<file path="src/pkg/mac_pause_cfg.svh">
// Offsets, field positions, reset values and timing counts of the pause and tag block
`ifndef MAC_PAUSE_CFG_SVH
`define MAC_PAUSE_CFG_SVH

`define ADDR_W              8
`define OFF_PAUSE_FLOW_CTL  8'h08
`define OFF_FIRST_TAG_ID    8'h09
`define OFF_SECOND_TAG_ID   8'h0a
`define OFF_MAC_MODE        8'h10

`define FLOW_PAUSE_MSB      31
`define FLOW_PAUSE_LSB      16
`define FLOW_CTL_FLAG_BIT   2
`define FLOW_ENABLE_BIT     1
`define FLOW_BUSY_BIT       0
`define TAG_ID_MSB          15
`define MODE_FULL_DUPLEX    0
`define MODE_TX_ENABLE      1
`define MODE_PROMISC        2
`define MODE_SPEED_100      3

`define FLOW_RESET          16'h0000
`define TAG_ID_RESET        16'h0000
`define MODE_RESET          4'h0

`define PAUSE_DA            48'h0180c2000001
`define PAUSE_ETHERTYPE     16'h8808
`define PAUSE_OPCODE        16'h0001
`define HDR_BYTES           18
`define MAX_LEN_PLAIN       16'd1518
`define MAX_LEN_TAGGED      16'd1522

`define CLK_PERIOD_NS       8
`define SLOT_TIME_100_NS    5120
`define SLOT_TIME_10_NS     51200
`define SLOT_CYC_100        (`SLOT_TIME_100_NS / `CLK_PERIOD_NS)
`define SLOT_CYC_10         (`SLOT_TIME_10_NS / `CLK_PERIOD_NS)

`endif

</file>
<file path="src/pkg/mac_pause_pkg.sv">
// Types shared by the pause and tag block and its users
package mac_pause_pkg;

  typedef struct packed {
    logic       valid;
    logic       sof;
    logic       eof;
    logic       err;
    logic [7:0] data;
  } rx_byte_t;

  typedef struct packed {
    logic        valid;
    logic        filter;
    logic        pause;
    logic        first_tag;
    logic        second_tag;
    logic        too_long;
    logic        err;
    logic [15:0] length;
  } rx_status_t;

  typedef struct packed {
    logic speed_100;
    logic promisc;
    logic tx_enable;
    logic full_duplex;
  } mode_t;

  typedef enum logic [1:0] {
    TX_IDLE,
    TX_PAUSE_SEND,
    TX_BACKPRESSURE
  } tx_state_t;

endpackage : mac_pause_pkg

</file>
<file path="src/logic/mac_pause_flow_and_tag_detect.sv">
// Flow control (pause send/receive, backpressure) and tag detection of the MAC
//
// Behaviour
// sent pause frames carry programmed pause time
// software programs pause time before enabling
// flagging set: pause frame sets filter flag
// flagging clear: pause frame filter flag cleared
// act on pause only full duplex, enabled
// forward every received frame's data
// application keeps or drops by status
// filtering mode overrides control frame flagging
// enabled: decode pause, hold transmitter quanta
// disabled: no decode, no transmitter hold
// half duplex: enable means backpressure instead
// busy high during pause or backpressure
// software waits idle busy, writes zero
// first tag id compared to bytes 13-14
// second tag id compared to bytes 13-14
// tagged frame max length 1522, else 1518
// software programs tag ids to 8100h
// tag registers reset to zero
// no pause or backpressure when transmitter off (a pause send already under way still runs until i_pause_done)
// slot is 512 bit times, reloading counter
`timescale 1ns/100ps
`include "mac_pause_cfg.svh"

module mac_pause_flow_and_tag_detect #(
  parameter int SLOT_CYC_10 = `SLOT_CYC_10
) (
  input  wire logic                    i_clk,
  input  wire logic                    i_reset,
  input  wire logic [`ADDR_W-1:0]      i_addr,
  input  wire logic [31:0]             i_wdata,
  input  wire logic                    i_wr,
  input  wire logic                    i_rd,
  output logic      [31:0]             o_rdata,
  input  wire mac_pause_pkg::rx_byte_t i_rx,
  input  wire logic                    i_addr_match,
  output mac_pause_pkg::rx_byte_t      o_rx,
  output mac_pause_pkg::rx_status_t    o_rx_status,
  input  wire logic                    i_flow_req,
  input  wire logic                    i_pause_done,
  output logic                         o_pause_send,
  output logic      [15:0]             o_pause_time,
  output logic                         o_backpressure,
  output logic                         o_tx_hold
);

  localparam logic [12:0] SLOT_100 = 13'(`SLOT_CYC_100);
  localparam logic [12:0] SLOT_10  = 13'(SLOT_CYC_10);
  localparam logic [4:0]  HDR_N    = 5'(`HDR_BYTES);

  // Register and transmit side state
  logic [15:0]                pause_time_value_q, pause_time_value_d;
  logic                       control_frame_flagging_q, control_frame_flagging_d;
  logic                       flow_ctl_enable_q, flow_ctl_enable_d;
  logic [15:0]                first_tag_id_q, first_tag_id_d;
  logic [15:0]                second_tag_id_q, second_tag_id_d;
  mac_pause_pkg::mode_t       mode_q, mode_d;
  logic [31:0]                rdata_q, rdata_d;
  mac_pause_pkg::tx_state_t   tx_state_q, tx_state_d;
  logic [15:0]                tx_time_q, tx_time_d;
  logic [15:0]                quanta_q, quanta_d;
  logic [12:0]                slot_q, slot_d;
  logic                       flow_ctl_busy;
  logic                       flow_ctl_on;

  // Receive side state
  logic [7:0]                 hdr_q [`HDR_BYTES];
  logic [7:0]                 hdr_d [`HDR_BYTES];
  logic [15:0]                cnt_q, cnt_d;
  mac_pause_pkg::rx_byte_t    rx_q, rx_d;
  mac_pause_pkg::rx_status_t  st_q, st_d;
  logic                       pause_load;
  logic [15:0]                pause_rx_time;

  assign flow_ctl_busy = (tx_state_q != mac_pause_pkg::TX_IDLE);
  // Pause reception only applies with flow control on in full duplex
  assign flow_ctl_on   = flow_ctl_enable_q & mode_q.full_duplex;

  always_comb begin
    pause_time_value_d       = pause_time_value_q;
    control_frame_flagging_d = control_frame_flagging_q;
    flow_ctl_enable_d        = flow_ctl_enable_q;
    first_tag_id_d           = first_tag_id_q;
    second_tag_id_d          = second_tag_id_q;
    mode_d                   = mode_q;
    rdata_d                  = 32'h0000_0000;
    if (i_wr) begin
      if (i_addr == `OFF_PAUSE_FLOW_CTL) begin
        // Busy bit is status only; written value is ignored
        pause_time_value_d       = i_wdata[`FLOW_PAUSE_MSB:`FLOW_PAUSE_LSB];
        control_frame_flagging_d = i_wdata[`FLOW_CTL_FLAG_BIT];
        flow_ctl_enable_d        = i_wdata[`FLOW_ENABLE_BIT];
      end else if (i_addr == `OFF_FIRST_TAG_ID) begin
        first_tag_id_d = i_wdata[`TAG_ID_MSB:0];
      end else if (i_addr == `OFF_SECOND_TAG_ID) begin
        second_tag_id_d = i_wdata[`TAG_ID_MSB:0];
      end else if (i_addr == `OFF_MAC_MODE) begin
        mode_d.full_duplex = i_wdata[`MODE_FULL_DUPLEX];
        mode_d.tx_enable   = i_wdata[`MODE_TX_ENABLE];
        mode_d.promisc     = i_wdata[`MODE_PROMISC];
        mode_d.speed_100   = i_wdata[`MODE_SPEED_100];
      end
    end
    if (i_rd) begin
      if (i_addr == `OFF_PAUSE_FLOW_CTL) begin
        rdata_d[`FLOW_PAUSE_MSB:`FLOW_PAUSE_LSB] = pause_time_value_q;
        rdata_d[`FLOW_CTL_FLAG_BIT]              = control_frame_flagging_q;
        rdata_d[`FLOW_ENABLE_BIT]                = flow_ctl_enable_q;
        rdata_d[`FLOW_BUSY_BIT]                  = flow_ctl_busy;
      end else if (i_addr == `OFF_FIRST_TAG_ID) begin
        rdata_d[`TAG_ID_MSB:0] = first_tag_id_q;
      end else if (i_addr == `OFF_SECOND_TAG_ID) begin
        rdata_d[`TAG_ID_MSB:0] = second_tag_id_q;
      end else if (i_addr == `OFF_MAC_MODE) begin
        rdata_d[`MODE_FULL_DUPLEX] = mode_q.full_duplex;
        rdata_d[`MODE_TX_ENABLE]   = mode_q.tx_enable;
        rdata_d[`MODE_PROMISC]     = mode_q.promisc;
        rdata_d[`MODE_SPEED_100]   = mode_q.speed_100;
      end
    end

    // Flow control transmit sequencing
    tx_state_d = tx_state_q;
    tx_time_d  = tx_time_q;
    case (tx_state_q)
      mac_pause_pkg::TX_IDLE: begin
        if (i_flow_req && flow_ctl_enable_q && mode_q.tx_enable) begin
          if (mode_q.full_duplex) begin
            tx_state_d = mac_pause_pkg::TX_PAUSE_SEND;
            tx_time_d  = pause_time_value_q;
          end else begin
            tx_state_d = mac_pause_pkg::TX_BACKPRESSURE;
          end
        end
      end
      mac_pause_pkg::TX_PAUSE_SEND: begin
        if (i_pause_done) begin
          tx_state_d = mac_pause_pkg::TX_IDLE;
        end
      end
      mac_pause_pkg::TX_BACKPRESSURE: begin
        if (!i_flow_req || !flow_ctl_enable_q || !mode_q.tx_enable || mode_q.full_duplex) begin
          tx_state_d = mac_pause_pkg::TX_IDLE;
        end
      end
      default: begin
        tx_state_d = mac_pause_pkg::TX_IDLE;
      end
    endcase

    // Pause timer: quanta count down once per slot time
    quanta_d = quanta_q;
    slot_d   = slot_q;
    if (pause_load) begin
      quanta_d = pause_rx_time;
      slot_d   = mode_q.speed_100 ? SLOT_100 : SLOT_10;
    end else if (!flow_ctl_on) begin
      quanta_d = 16'h0000;
    end else if (quanta_q != 16'h0000) begin
      if (slot_q <= 13'h0001) begin
        quanta_d = quanta_q - 16'h0001;
        slot_d   = mode_q.speed_100 ? SLOT_100 : SLOT_10;
      end else begin
        slot_d = slot_q - 13'h0001;
      end
    end
  end

  always_ff @(posedge i_clk or posedge i_reset) begin
    if (i_reset) begin
      pause_time_value_q       <= `FLOW_RESET;
      control_frame_flagging_q <= 1'b0;
      flow_ctl_enable_q        <= 1'b0;
      first_tag_id_q           <= `TAG_ID_RESET;
      second_tag_id_q          <= `TAG_ID_RESET;
      mode_q                   <= `MODE_RESET;
      rdata_q                  <= 32'h0000_0000;
      tx_state_q               <= mac_pause_pkg::TX_IDLE;
      tx_time_q                <= 16'h0000;
      quanta_q                 <= 16'h0000;
      slot_q                   <= 13'h0000;
    end else begin
      pause_time_value_q       <= pause_time_value_d;
      control_frame_flagging_q <= control_frame_flagging_d;
      flow_ctl_enable_q        <= flow_ctl_enable_d;
      first_tag_id_q           <= first_tag_id_d;
      second_tag_id_q          <= second_tag_id_d;
      mode_q                   <= mode_d;
      rdata_q                  <= rdata_d;
      tx_state_q               <= tx_state_d;
      tx_time_q                <= tx_time_d;
      quanta_q                 <= quanta_d;
      slot_q                   <= slot_d;
    end
  end

  assign o_rdata        = rdata_q;
  assign o_pause_send   = (tx_state_q == mac_pause_pkg::TX_PAUSE_SEND);
  assign o_pause_time   = tx_time_q;
  assign o_backpressure = (tx_state_q == mac_pause_pkg::TX_BACKPRESSURE);
  assign o_tx_hold      = (quanta_q != 16'h0000);

  // Receive: header capture, pause decode, tag match, length check
  logic [15:0] len;
  logic [15:0] type_field;
  logic        is_pause;
  logic        tag1_hit;
  logic        tag2_hit;
  logic [47:0] da;

  always_comb begin
    hdr_d = hdr_q;
    cnt_d = cnt_q;
    rx_d  = i_rx;
    st_d  = '0;
    len   = i_rx.sof ? 16'h0001 : cnt_q + 16'h0001;
    if (i_rx.valid) begin
      if (i_rx.sof) begin
        hdr_d[0] = i_rx.data;
      end else if (cnt_q < 16'(HDR_N)) begin
        hdr_d[cnt_q[4:0]] = i_rx.data;
      end
      cnt_d = len;
    end
    // Decode from the next header so the last byte of an 18-byte frame counts
    da         = {hdr_d[0], hdr_d[1], hdr_d[2], hdr_d[3], hdr_d[4], hdr_d[5]};
    type_field = {hdr_d[12], hdr_d[13]};
    tag1_hit   = (type_field == first_tag_id_q);
    tag2_hit   = (type_field == second_tag_id_q);
    // Decode is skipped entirely when flow control is off
    is_pause   = flow_ctl_on && !i_rx.err && (da == `PAUSE_DA)
                 && (type_field == `PAUSE_ETHERTYPE)
                 && ({hdr_d[14], hdr_d[15]} == `PAUSE_OPCODE);
    pause_rx_time = {hdr_d[16], hdr_d[17]};
    pause_load    = i_rx.valid && i_rx.eof && is_pause;
    if (i_rx.valid && i_rx.eof) begin
      st_d.valid      = 1'b1;
      st_d.err        = i_rx.err;
      st_d.length     = len;
      st_d.pause      = is_pause;
      st_d.first_tag  = tag1_hit;
      st_d.second_tag = tag2_hit;
      st_d.too_long   = len > ((tag1_hit || tag2_hit) ? `MAX_LEN_TAGGED
                                                      : `MAX_LEN_PLAIN);
      if (mode_q.promisc) begin
        st_d.filter = 1'b1;
      end else if (is_pause) begin
        st_d.filter = control_frame_flagging_q;
      end else begin
        st_d.filter = i_addr_match;
      end
    end
  end

  always_ff @(posedge i_clk or posedge i_reset) begin
    if (i_reset) begin
      for (int i = 0; i < `HDR_BYTES; i++) begin
        hdr_q[i] <= 8'h00;
      end
      cnt_q <= 16'h0000;
      rx_q  <= '0;
      st_q  <= '0;
    end else begin
      hdr_q <= hdr_d;
      cnt_q <= cnt_d;
      rx_q  <= rx_d;
      st_q  <= st_d;
    end
  end

  assign o_rx        = rx_q;
  assign o_rx_status = st_q;

endmodule : mac_pause_flow_and_tag_detect

</file>
<file path="config.mk">
export PLATFORM = sky130hd
export DESIGN_NAME = mac_pause_flow_and_tag_detect
export DESIGN_NICKNAME = d
export VERILOG_FILES = /design/src/pkg/mac_pause_pkg.sv /design/src/logic/mac_pause_flow_and_tag_detect.sv
export VERILOG_INCLUDE_DIRS = /design/src /design/src/pkg
export SDC_FILE = /design/constraint.sdc
export NUM_CORES = 1
export LEC_CHECK = 0
export BUFFER_PORTS_ARGS = -buffer_cell sky130_fd_sc_hd__clkbuf_2
export CAP_MARGIN = 20
export CORE_MARGIN = 2
export CORE_UTILIZATION = 30
export CTS_CLUSTER_SIZE = 10
export DETAILED_ROUTE_END_ITERATION = 12
export PLACE_DENSITY_LB_ADDON = 0.1
export SLEW_MARGIN = 20
export SYNTH_ARGS = -nofsm -noshare
export SYNTH_HDL_FRONTEND = slang
export SYNTH_SLANG_ARGS = --single-unit
</file>
<file path="constraint.sdc">
create_clock -name i_clk -period 18.65 [get_ports i_clk]
set_clock_uncertainty 0.15 [all_clocks]
set_input_delay 2.7975 -clock i_clk [delete_from_list [all_inputs] [get_ports i_clk]]
set_output_delay 2.7975 -clock i_clk [all_outputs]
set_load 0.01 [all_outputs]
</file>
# Word-level counts from Yosys, hierarchy flattened
# Index checks and enable logic that the tools add are counted.
# classes
add_sub_neg	3
n_lt_le_gt_ge	5
n_eq_ne	16
muxes	34
n_bitwise	6
reduce_logical	31
# op_table
cell	n
two-way mux 144 bit	2
bitwise mux 144 bit	1
two-way mux 136 bit	1
two-way mux 16 bit	7
two-way mux 13 bit	6
equality test 48 x 41 -> 1 bit, second input constant	1
demux 8 bit (select 5 bit)	1
equality test 16 bit	2
two-way mux 32 bit	1
equality test 8 x 4 -> 1 bit, second input constant	3
two-way mux 23 bit	1
adder 16 x 1 -> 16 bit, second input constant	1
equality test 16 x 1 -> 1 bit, second input constant	1
equality test 16 bit, second input constant	1
> comparator 16 x 11 -> 1 bit	1
< comparator 16 x 5 -> 1 bit, second input constant	1
two-way mux 8 bit	2
nonzero test 16 bit	1
subtractor 16 x 1 -> 16 bit, second input constant	1
less-or-equal comparator 13 x 1 -> 1 bit, second input constant	1
subtractor 13 x 1 -> 13 bit, second input constant	1
two-way mux 12 bit	1
AND reduction 3 bit	4
logical AND 1 bit	9
25 further kinds	44
# word_totals
ff_bits	328
out_inout_bits	86
wordCells	141

# Logic depth before layout (Yosys ltp)
# Gate-level depths: netlist of run 1.
# depth
ltp_word	16
ltp_mapped	21

# Worst setup path before layout of run 1
# Ideal clock, no wire load.
# synth_path
path_kind	input-to-reg
start	input port i_rx[10] (netlist name)
end	register st_q, in the netlist o_rx_status[17]
setup_time_ps	72
t_arrival_ps	6024
required_time_ps	18428
setup_slack_ps	12404
stages	19
path_cell_list	clkbuf_1 -> and3b_1 -> buf_2 -> and4_1 -> buf_2 -> nand2_2 -> mux2i_1 -> xnor2_1 -> nor4_1 -> nand4_1 -> nand2_1 -> ha_1 -> and3b_1 -> a41oi_1 -> nand2_1 -> or4_1 -> a21oi_1 -> nor3_1 -> nor2_1
# synth_lines
item	line_no	text
start: declaration	mac_pause_flow_and_tag_detect.sv:37	input wire mac_pause_pkg::rx_byte_t i_rx,
end signal: assignment	mac_pause_flow_and_tag_detect.sv:269	st_q <= st_d;
end: declaration	mac_pause_flow_and_tag_detect.sv:73	mac_pause_pkg::rx_status_t st_q, st_d;

==> out/qor.txt, run 1 <==
Status -> finished, final reports clean
Ys async rst share -> 1.00
Slew @ Worst Pin -> 1.05 ns
Min-Delay Path Class -> reg -> reg
Post-CTS Repair Setup Buffers -> 0
CTS Buffer Depth -> 3
Fin crit period -> 6.63 ns
Met1 Use GR -> 0.223
Gr busiest metal -> met2
Avg Cell Area, Syn -> 10.8 sq um
Yosys cell types -> 75
Initial Util -> 0.302
EDFF count, synth -> 0
Critical path fanouts, max -> 28
Remaining DRCs -> 0
Final hold violations -> 0
PortBufs -> 144
Syn. warnings -> 0
Layout cell share with drive strength beyond 1 -> 0.256
CTS buffer count -> 36
First-pass GRT wire length -> 56700 microns
Area of the die -> 44800 sq um
CTS sink count -> 280
Fin nets -> 1383
Antenna violations before repair -> 0
CTS resizes -> 0
Tcrit/Tclk final -> 0.355
R2R Setup Slk -> 13.92 ns
WP data required -> 18.97 ns
GR met2 Demand/Resource -> 0.252
Top FF cell, synth -> dfrtp_1
Final setup viols -> 0
Synthesized instance count -> 1194
Max-cap viol count -> 0
Via-to-Cell Ratio -> 4.92
Pin count of the biggest net entering global routing -> 118
DRT iter0 DRCs -> 504
Non-filler cells in the finished layout -> 1874
Synth Net Count -> 1263
Fill cells -> 4352
Clk pin slew, worst setup/hold paths -> 0.05 ns
Grt total ovfl -> 0
Endpoint class of the critical path -> flip-flop
Routed len/inst -> 18.8 microns
Post-synthesis sequential area ratio -> 0.542
Clock Latency Late Sink -> 0.55 ns
Via count -> 9218
Crit path DAT -> 6.95 ns
Final wirelength -> 35300 microns
Core region area -> 42800 sq um
CP Launch Type -> input port
# diodes -> 0
DRT Pass-1 Iters -> 6
Chip height -> 212 microns
P_leak -> 7.30 nW
Pwr Density -> 99.7 nW/um^2
Root Buffer -> clkbuf_16
Mapped Area -> 12900 sq um
Top Ports -> 145
CTS H-tree lvls -> 2
Final slew viol count -> 0
Max_slew headroom -> 0.295
GRT Util Overall -> 0.163
Synth-to-Final Area Change -> 17.1%
Fmax -> 151 MHz
CTS tree -> yes
Register bit total from synthesis -> 280
DRT antenna net count -> 0
Vias in the first global route -> 9534
Cell count after placement -> 1822
Worst vdd ir -> 0.0603 mV
Hold_buf cts -> 0
Routability cong. -> 0.830
# rows -> 76
DPL Wire Length -> 24300 microns
Global-route track usage on met3 -> 0.0395
Setup TNS -> 0 ns
Chip Width -> 212 microns
Unrepaired setup endpoints after global routing -> no
CP Class -> in -> reg
## sequential cells by signal (all words and copies together) (netlist names)
name,cells
control_frame_flagging_q,1
o_rdata,32
quanta_q,16
hdr_q,96
mode_q,4
cnt_q,16
second_tag_id_q,16
flow_ctl_enable_q,1
o_rx,12
o_pause_time,16
pause_time_value_q,16
first_tag_id_q,16
o_rx_status,23
tx_state_q,2
slot_q,13
## power by group
part           total [mW]  switching [mW]  internal, mW  leakage [nW]
Combinational       0.177           0.104        0.0731          3.02
Sequential          0.694          0.0327         0.662          3.77
Clock               0.637           0.261         0.377         0.511
Total                1.51           0.397          1.11          7.30
## worst paths after layout
kind / to / cells after the start / from
min in group asynchronous: first_tag_id_q[14] / 2 / i_reset
worst max-delay path: o_rx_status[17] / 17 / i_rx[10]
worst max register to register: o_rx_status[17] / 16 / cnt_q[9]
worst min register to register: hdr_q[136] / 2 / hdr_q[136]
worst min-delay path: hdr_q[136] / 2 / hdr_q[136]
max in group asynchronous: hdr_q[22] / 4 / i_reset
## layout by cell type, fill, tap and decap left out, types with 4 or more instances in the layout
cell type and n:
and3_1 13, a21o_1 6, nor3_1 29, and4_1 4, a21oi_1 39, nor2b_1 10
clkbuf_2 144, o21ai_0 67, xnor2_1 54, nand3_1 29, and2_1 24, nor4_1 31
mux2_2 116, o21ai_1 8, dfrtp_1 280, clkbuf_1 7, nor2_1 62, a31oi_1 4
or3_1 9, xor2_1 13, o31ai_1 4, nand4_1 14, nand2_1 140, nand2b_1 9
mux2i_1 14, clkbuf_16 36, inv_1 40, nor4b_1 5, a211oi_1 6, ha_1 10
buf_4 7, or4_1 13
## per-layer routing
layer / vias up / part of all wire
met4: 0 / 0.026
met5: - / 0
met3: 59 / 0.055
met1: 4545 / 0.48
li1: 4409 / -
met2: 205 / 0.44
## kinds of logic after synthesis
group                      Yosys count  share of synthesized area
DFF                                280                      0.542
muxes                              131                      0.113
AOI/OAI and AO/OA                  168                     0.0780
and+or+nand+nor                    428                      0.176
xor gates and xnor gates            67                     0.0454
buffers and inverters              110                     0.0356
adders and majority gates           10                    0.00968
## worst max-delay path: stages
cell	delay (ns)
clkbuf_2	0.35
and3b_1	0.49
and4_1	0.38
nand2_2	0.20
mux2i_1	0.40
xnor2_1	0.12
nor4_1	0.33
nand4_1	0.27
nand2_1	0.17
ha_1	0.23
and3b_1	0.17
a41oi_1	0.22
nand2_1	0.07
or4_1	0.41
a21oi_1	0.18
nor3_1	0.07
nor2_1	0.08
## layout make-up
type,count,area [sq um],area share
Timing Repair Buffer,151,773,0.0511
Sequential cell,280,7010,0.463
Clock buffer,46,968,0.0640
Multi-Input combinational cell,804,5470,0.361
Inverter,41,161,0.0107
Tap cell,546,683,0.0451
Clock inverter,6,73.8,0.00488
## stage by stage
step | power, mW | cell area (sq um) | worst slack, ns | hold slack [ns] | utilization
2_1_floorplan | 0.820 | 12900 | 7.98 | 0.292 | -
3_3_place_gp | 0.881 | 14100 | 11.51 | 0.308 | 0.329
3_5_place_dp | 0.884 | 14100 | 11.46 | 0.313 | 0.329
4_1_cts | 1.54 | 15100 | 12.02 | 0.326 | 0.354
5_1_grt | 1.59 | 15100 | 11.66 | 0.349 | 0.354
6_report | 1.51 | 15100 | 12.02 | 0.326 | 0.354
## cells in the mapped netlist (all sizes together) (5+ instances only)
library cell    n  area [sq um]
nand2         142           538
a211oi          6          45.0
and3           13          81.3
mux2          117          1320
xnor2          54           473
nor4           36           274
and2           25           159
mux2i          14           140
dfrtp         280          7010
a21o            6          45.0
nand2b          9          56.3
clkbuf         54           203
a21oi          39           195
buf            15           104
nor2           63           244
or4            14           109
xor2           13           114
nor4b           6          67.6
nor3           32           170
inv            41           154
nand4          16           113
o211ai          5          47.5
ha             10           125
nor2b          10          62.6
o21ai          76           384
nand3          30           155
or3             9          56.3
Note: power is estimated with default switching activity, not from simulation.
==> inputs of run 2 (changes only) <==
--- a/config.mk
+++ b/config.mk
@@ -6,6 +6,7 @@
 export SDC_FILE = /design/constraint.sdc
 export NUM_CORES = 1
 export LEC_CHECK = 0
+export ABC_AREA = 1
 export BUFFER_PORTS_ARGS = -buffer_cell sky130_fd_sc_hd__clkbuf_2
 export CAP_MARGIN = 20
 export CORE_MARGIN = 2
==> constraint.sdc (replaced) <==
create_clock -name i_clk -period 6.5 [get_ports i_clk]
set_clock_uncertainty 0.15 [all_clocks]
set_input_delay 0.975 -clock i_clk [delete_from_list [all_inputs] [get_ports i_clk]]
set_output_delay 0.975 -clock i_clk [all_outputs]
set_load 0.01 [all_outputs]
==> out/qor.txt, run 2 <==
Final wirelength -> 38300 microns (+8.5%)
CTS resizes -> 0 (unchanged)
Chip Width -> 216 microns (+2.2%)
Hold_buf cts -> 0 (unchanged)
CTS buffer count -> 37 (+2.8%)
Setup TNS -> 0 ns (unchanged)
Top routing layer in use -> met5
Fmax -> 216 MHz
Area of the die -> 46700 sq um (+4.4%)
Chip height -> 216 microns (+2.2%)
Final hold violations -> 0 (unchanged)
DRT antenna net count -> 0 (unchanged)
DRT Pass-1 Iters -> 5 (-1)
Grt total ovfl -> 0 (unchanged)
DPL Wire Length -> 26300 microns (+7.9%)
CTS Buffer Depth -> 3 (unchanged)
Worst vdd ir -> 0.148 mV (+150%)
Synthesized instance count -> 1656 (+39%)
Unrepaired setup endpoints after global routing -> no
# rows -> 77 (+1.3%)
Max-cap viol count -> 0 (unchanged)
Most common cell after layout, fill and taps aside -> nand2_1
Syn. warnings -> 0 (unchanged)
Fin crit period -> 4.62 ns
Dpl ws -> 1.53 ns (-9.93 ns)
Via-to-Cell Ratio -> 4.57 (-7.1%)
Largest register FFs -> 96 (unchanged)
Top cell type's share of synthesized area -> 0.519 (-0.0231)
PortBufs -> 144 (unchanged)
Ys async rst share -> 1.00 (unchanged)
Pwr Density -> 272 nW/um^2 (+170%)
Setup WS post-layout -> 1.88 ns (-10.15 ns)
EDFF count, synth -> 0 (unchanged)
Count leader, synth -> nand2_1
FF-to-FF path depth -> 15 (-1)
Metal-1 WL -> 18200 microns (+8.6%)
Yosys cell types -> 41 (-45%)
Commonest cells post-synth -> 422 x nand2_1, 284 x inv_1, 280 x dfrtp_1
P_leak -> 8.36 nW (+14%)
CP Class -> reg -> reg
CTS H-tree lvls -> 2 (unchanged)
Register bit total from synthesis -> 280 (unchanged)
CP Launch Type -> flip-flop
Routed len/inst -> 15.9 microns (-15%)
Final setup viols -> 0 (unchanged)
Pin count of the biggest net entering global routing -> 152 (+29%)
Avg Cell Area, Syn -> 8.15 sq um (-25%)
Crit path DAT -> 4.90 ns (-2.05 ns)
Top FF cell, synth -> dfrtp_1
Synth Net Count -> 1725 (+37%)
Met3 routed WL -> 1820 microns (-5.3%)
Antenna violations before repair -> 1 (+1)
Final core occ -> 0.360 (+0.00673)
Max_slew headroom -> 0.362 (+0.0667)
CTS sink count -> 280 (unchanged)
Post-CTS Repair Setup Buffers -> 0 (unchanged)
Final slew viol count -> 0 (unchanged)
Min-Delay Path Class -> reg -> reg
Most frequent cells in the layout -> 422 x nand2_1, 283 x inv_1, 280 x dfrtp_1, 149 x nor2_1, 144 x clkbuf_2
Biggest register -> hdr_q
Critical path fanouts, max -> 54 (+93%)
Slew @ Worst Pin -> 0.955 ns (-0.0994 ns)
CTS tree -> yes
First-pass GRT wire length -> 61900 microns (+9.3%)
Post-synthesis sequential area ratio -> 0.519 (-0.0231)
Synth area leader -> dfrtp_1
Layout cell share with drive strength beyond 1 -> 0.140 (-0.116)
Vias in the first global route -> 11100 (+16%)
Met2 wire len -> 17500 microns (+12%)
Routability cong. -> 0.812 (-2.2%)
Mapped Area -> 13500 sq um (+4.4%)
Endpoint class of the critical path -> flip-flop
DRT iter0 DRCs -> 665 (+32%)
Tcrit/Tclk final -> 0.711
Fin nets -> 1866 (+35%)
Initial Util -> 0.305 (+0.00256)
Synth-to-Final Area Change -> 18.4%
# diodes -> 0 (unchanged)
Root Buffer -> clkbuf_16
Hold Crit Depth -> 2 (unchanged)
Clk pin slew, worst setup/hold paths -> 0.05 ns (about the same)
WP data required -> 6.78 ns (-12.19 ns)
Core region area -> 44300 sq um (+3.6%)
GRT Util Overall -> 0.167 (+0.00437)
Status -> finished, final reports clean
Top Ports -> 145 (unchanged)
Ranking of synthesized cells by area -> dfrtp_1 52%, nand2_1 12%, inv_1 7.9%, nand4_1 4.9%, nor2_1 4.1%
Remaining DRCs -> 0 (unchanged)
Via count -> 11000 (+19%)
Clock Latency Late Sink -> 0.54 ns (about the same)
==> run 2: cell types whose count changed after synthesis, sizes merged, moves of 33 or more <==
cell   before  now
nor2       63  163
mux2      117   16
nand4      16  105
nand3      30   76
xnor2      54    6
inv        41  288
o21ai      76  109
nand2     142  423
==> run 2: final timing paths <==
kind | startpoint | endpoint | slack, ns
setup / recovery | cnt_q[2] | slot_q[8] | 1.88
hold / removal | hdr_q[135] | hdr_q[135] | 0.32
setup reg to reg | cnt_q[2] | slot_q[8] | 1.88
hold reg to reg | hdr_q[135] | hdr_q[135] | 0.32
max in group asynchronous | i_reset | o_rx_status[6] | 4.45
min in group asynchronous | i_reset | o_rx_status[16] | 0.43
==> run 2: area by class of cell <==
| class | count | area (sq um) |
|---|---|---|
| well taps | 592 | 741 |
| flip-flops and latches | 280 | 7010 |
| clock inverters | 7 | 136 |
| repair buffers | 156 | 848 |
| inverters | 293 | 1100 |
| multi-input cells | 1029 | 5110 |
| clock buffers | 50 | 1030 |
| fillers | 4775 | 28300 |
==> run 2: cells by family after synthesis <==
logic type               synth area share
buffers and inverters               0.102
multiplexers                       0.0133
flip-flops                          0.519
AND/OR/NAND/NOR                     0.270
XOR/XNOR                           0.0234
AO/OA/AOI/OAI                      0.0631
adder cells (fa/ha/maj)           0.00927
==> run 2: per-stage QoR <==
step | instance area [sq um] | hold slack [ns] | cells | power (mW)
floorplan | 13500 | 0.288 | 1656 | 2.26
global placement | 14800 | 0.302 | 2350 | 2.40
detailed placement | 14800 | 0.306 | 2350 | 2.40
CTS | 16000 | 0.319 | 2407 | 4.44
global route | 16000 | 0.333 | 2407 | 4.60
finish | 16000 | 0.320 | 2407 | 4.35
==> run 2: worst max-delay path, stage by stage (launching register included) <==
cell and delay (ns):
dfrtp_1 0.50, nor2_4 0.16, nand2_2 0.07, a21oi_4 0.72, buf_4 0.32, nand4_1 0.11
nand2_1 0.21, nand2_1 0.07, nor2_1 0.23, nand2_1 0.09, nor2_1 0.21, nand2_1 0.13
nor2_4 0.43, nand3_4 0.61, o21ai_1 0.33, nand2_1 0.08
==> run 2: report_power, final <==
part           switching [mW]  leakage (nW)  total, mW  internal [mW]
combinational           0.288          4.25      0.421          0.133
sequential             0.0538          3.53       1.94           1.88
clock                   0.770         0.567       1.99           1.22
==> run 2: routing by layer <==
layer / vias to the layer above / global-route usage
met4: 2 / 0.0498
met2: 203 / 0.264
li1: 5528 / -
met1: 5210 / 0.233
met3: 52 / 0.0328
met5: - / 0
==> inputs of run 3 (changes only) <==
==> constraint.sdc (replaced) <==
create_clock -name i_clk -period 4.75 [get_ports i_clk]
set_clock_uncertainty 0.15 [all_clocks]
set_input_delay 0.7125 -clock i_clk [delete_from_list [all_inputs] [get_ports i_clk]]
set_output_delay 0.7125 -clock i_clk [all_outputs]
set_load 0.01 [all_outputs]
==> out/qor.txt, run 3 (synthesized netlist as in run 2, its figures left out) <==
Status -> finished, final reports clean
WP data required -> 5.07 ns (-1.71 ns)
Top Ports -> 145 (unchanged)
Slew @ Worst Pin -> 0.962 ns (+0.00649 ns)
Max incr delay on CP -> 0.48 ns (-0.24 ns)
Critical path's most frequent cell -> nand2_1
Via-to-Cell Ratio -> 4.58 (+0.28%)
Vias in the first global route -> 11100 (-0.16%)
Endpoint class of the critical path -> flip-flop
Post-CTS Repair Setup Buffers -> 0 (unchanged)
Hold_buf cts -> 0 (unchanged)
GR met2 Demand/Resource -> 0.266 (+0.00214)
Min-Delay Path Class -> in -> reg
Final slew viol count -> 0 (unchanged)
CTS sink count -> 280 (unchanged)
Critical-path cell list -> inv_1, ha_1, nand2_1, nor2_4, nand3_1, nand2_1, nand2_1, xor2_1, o21ai_0, nor3_1, nand4_1, nand2_1, inv_1, ha_1, nand2_1, nor2_1, nor3_1, nand4_1, o21ai_0, nand3_1, a21oi_1
CTS tree -> yes
Switching pwr -> 1.52 mW (+36%)
Internal -> 4.28 mW (+32%)
Area of the die -> 46700 sq um (unchanged)
Chip Width -> 216 microns (unchanged)
Most common cell after layout, fill and taps aside -> nand2_1
Tcrit/Tclk final -> 0.819 (+0.108)
Biggest register -> hdr_q
Pwr Density -> 362 nW/um^2 (+33%)
First-pass GRT wire length -> 62100 microns (+0.30%)
CP Class -> reg -> reg
Slowest cell on crit path -> dfrtp_1
Combinational cell fraction of total power -> 0.099 (+0.002)
Final wirelength -> 38600 microns (+0.75%)
Fmax -> 257 MHz (+19%)
Layout cell share with drive strength beyond 1 -> 0.149 (+0.00806)
Clock power frac -> 0.444 (-0.014)
CTS Buffer Depth -> 3 (unchanged)
Gr busiest metal -> met2
# diodes -> 0 (unchanged)
CTS buffer count -> 36 (-2.7%)
Core region area -> 44300 sq um (unchanged)
Antenna violations before repair -> 1 (unchanged)
P_leak -> 8.41 nW (+0.61%)
Remaining DRCs -> 0 (unchanged)
Sw Share -> 0.262 (+0.00580)
Clk pin slew, worst setup/hold paths -> 0.06 ns (about the same)
Worst Hold Slack -> 0.145 ns (-0.175 ns)
Setup TNS -> 0 ns (unchanged)
DRT antenna net count -> 0 (unchanged)
CTS H-tree lvls -> 2 (unchanged)
Met1 Use GR -> 0.232 (-0.000339)
Clock Latency Late Sink -> 0.55 ns (about the same)
Chip height -> 216 microns (unchanged)
Routability cong. -> 0.823 (+1.4%)
Crit path DAT -> 4.21 ns (-0.69 ns)
Via count -> 11100 (+0.95%)
Final hold violations -> 0 (unchanged)
Pin count of the biggest net entering global routing -> 92 (-39%)
PortBufs -> 144 (unchanged)
Multi-input gate area -> 5110 sq um (unchanged)
Critical path fanouts, max -> 9 (-83%)
Seq. cell area -> 7010 sq um (unchanged)
Max_slew headroom -> 0.357 (-0.00434)
DRT Pass-1 Iters -> 5 (unchanged)
Fin crit period -> 3.89 ns (-0.732 ns)
Largest register FFs -> 96 (unchanged)
Grt total ovfl -> 0 (unchanged)
Max-cap viol count -> 0 (unchanged)
DPL Wire Length -> 26900 microns (+2.3%)
Fill cells -> 4709 (-1.4%)
DRT iter0 DRCs -> 696 (+4.7%)
Worst vdd ir -> 0.238 mV (+60%)
CP Launch Type -> flip-flop
Final setup viols -> 0 (unchanged)
GRT Util Overall -> 0.168 (+0.000909)
Reg power frac -> 0.457 (+0.011)
Initial Util -> 0.305 (unchanged)
Routed len/inst -> 15.9 microns (about the same)
Unrepaired setup endpoints after global routing -> no
Root Buffer -> clkbuf_16
Most frequent cells in the layout -> 422 x nand2_1, 283 x inv_1, 280 x dfrtp_1, 149 x nor2_1, 144 x clkbuf_2
Global-route track usage on met3 -> 0.0326 (-0.000281)
Fin nets -> 1881 (+0.80%)
Synth-to-Final Area Change -> 18.8%
CTS resizes -> 0 (unchanged)
# rows -> 77 (unchanged)
[run 3: changes by cell type in the layout (fill, tap and decap cells not counted), sizes merged]
cell    delta
buf       +16
bufinv     -3
clkbuf     +2
inv        +1
[run 3: final cells by class]
type                            count  area share
Sequential cell                   280       0.437
Multi-Input combinational cell   1029       0.319
Inverter                          293      0.0688
Clock buffer                       52      0.0649
Timing Repair Buffer              172      0.0604
Tap cell                          592      0.0462
Clock inverter                      5     0.00343
[run 3: metrics by stage]
| step | utilization | total power, mW | std cells | area [sq um] | setup WS (ns) |
|---|---|---|---|---|---|
| floorplan | - | 3.09 | 1656 | 13500 | 0.180 |
| global placement | 0.337 | 3.27 | 2366 | 14900 | 0.528 |
| detailed placement | 0.337 | 3.28 | 2366 | 14900 | 0.479 |
| CTS | 0.362 | 5.92 | 2423 | 16000 | 0.784 |
| global route | 0.362 | 6.12 | 2423 | 16000 | 0.260 |
| finish | 0.362 | 5.80 | 2423 | 16000 | 0.858 |
[run 3: critical path, delay by kind of cell, from the launching register on]
kind | cells | cell delay (ns)
AO/OA/AOI/OAI | 3 | 0.39
XOR/XNOR | 1 | 0.15
adder cells (fa/ha/maj) | 2 | 0.48
buffers and inverters | 2 | 0.18
flip-flops | 1 | 0.48
AND/OR/NAND/NOR | 13 | 1.96
[run 3: power by group through the flow]
| stage | clock [mW] | combinational (mW) | sequential, mW |
|---|---|---|---|
| floorplan | 0 | 0.411 | 2.68 |
| finish | 2.58 | 0.576 | 2.65 |
| global placement | 0 | 0.585 | 2.69 |
| CTS | 2.68 | 0.589 | 2.65 |
| global route | 2.77 | 0.678 | 2.67 |
| detailed placement | 0 | 0.588 | 2.69 |
[run 3: layer usage]
layer / vias up / part of all wire
met1: 5263 / 0.47
met3: 52 / 0.046
met4: 0 / 0.024
met5: - / 0
met2: 214 / 0.46
li1: 5570 / -
[run 3: path summary, 6_finish.rpt]
check / start / to / cells past startpoint / slack, ns
setup reg to reg: cnt_q[0] / o_rx_status[17] / 21 / 0.86
setup / recovery: cnt_q[0] / o_rx_status[17] / 21 / 0.86
max in group asynchronous: i_reset / pause_time_value_q[4] / 3 / 3.22
min in group asynchronous: i_reset / o_rx[9] / 2 / 0.18
hold / removal: i_rx[8] / o_rx[8] / 1 / 0.14
hold reg to reg: hdr_q[135] / hdr_q[135] / 2 / 0.32
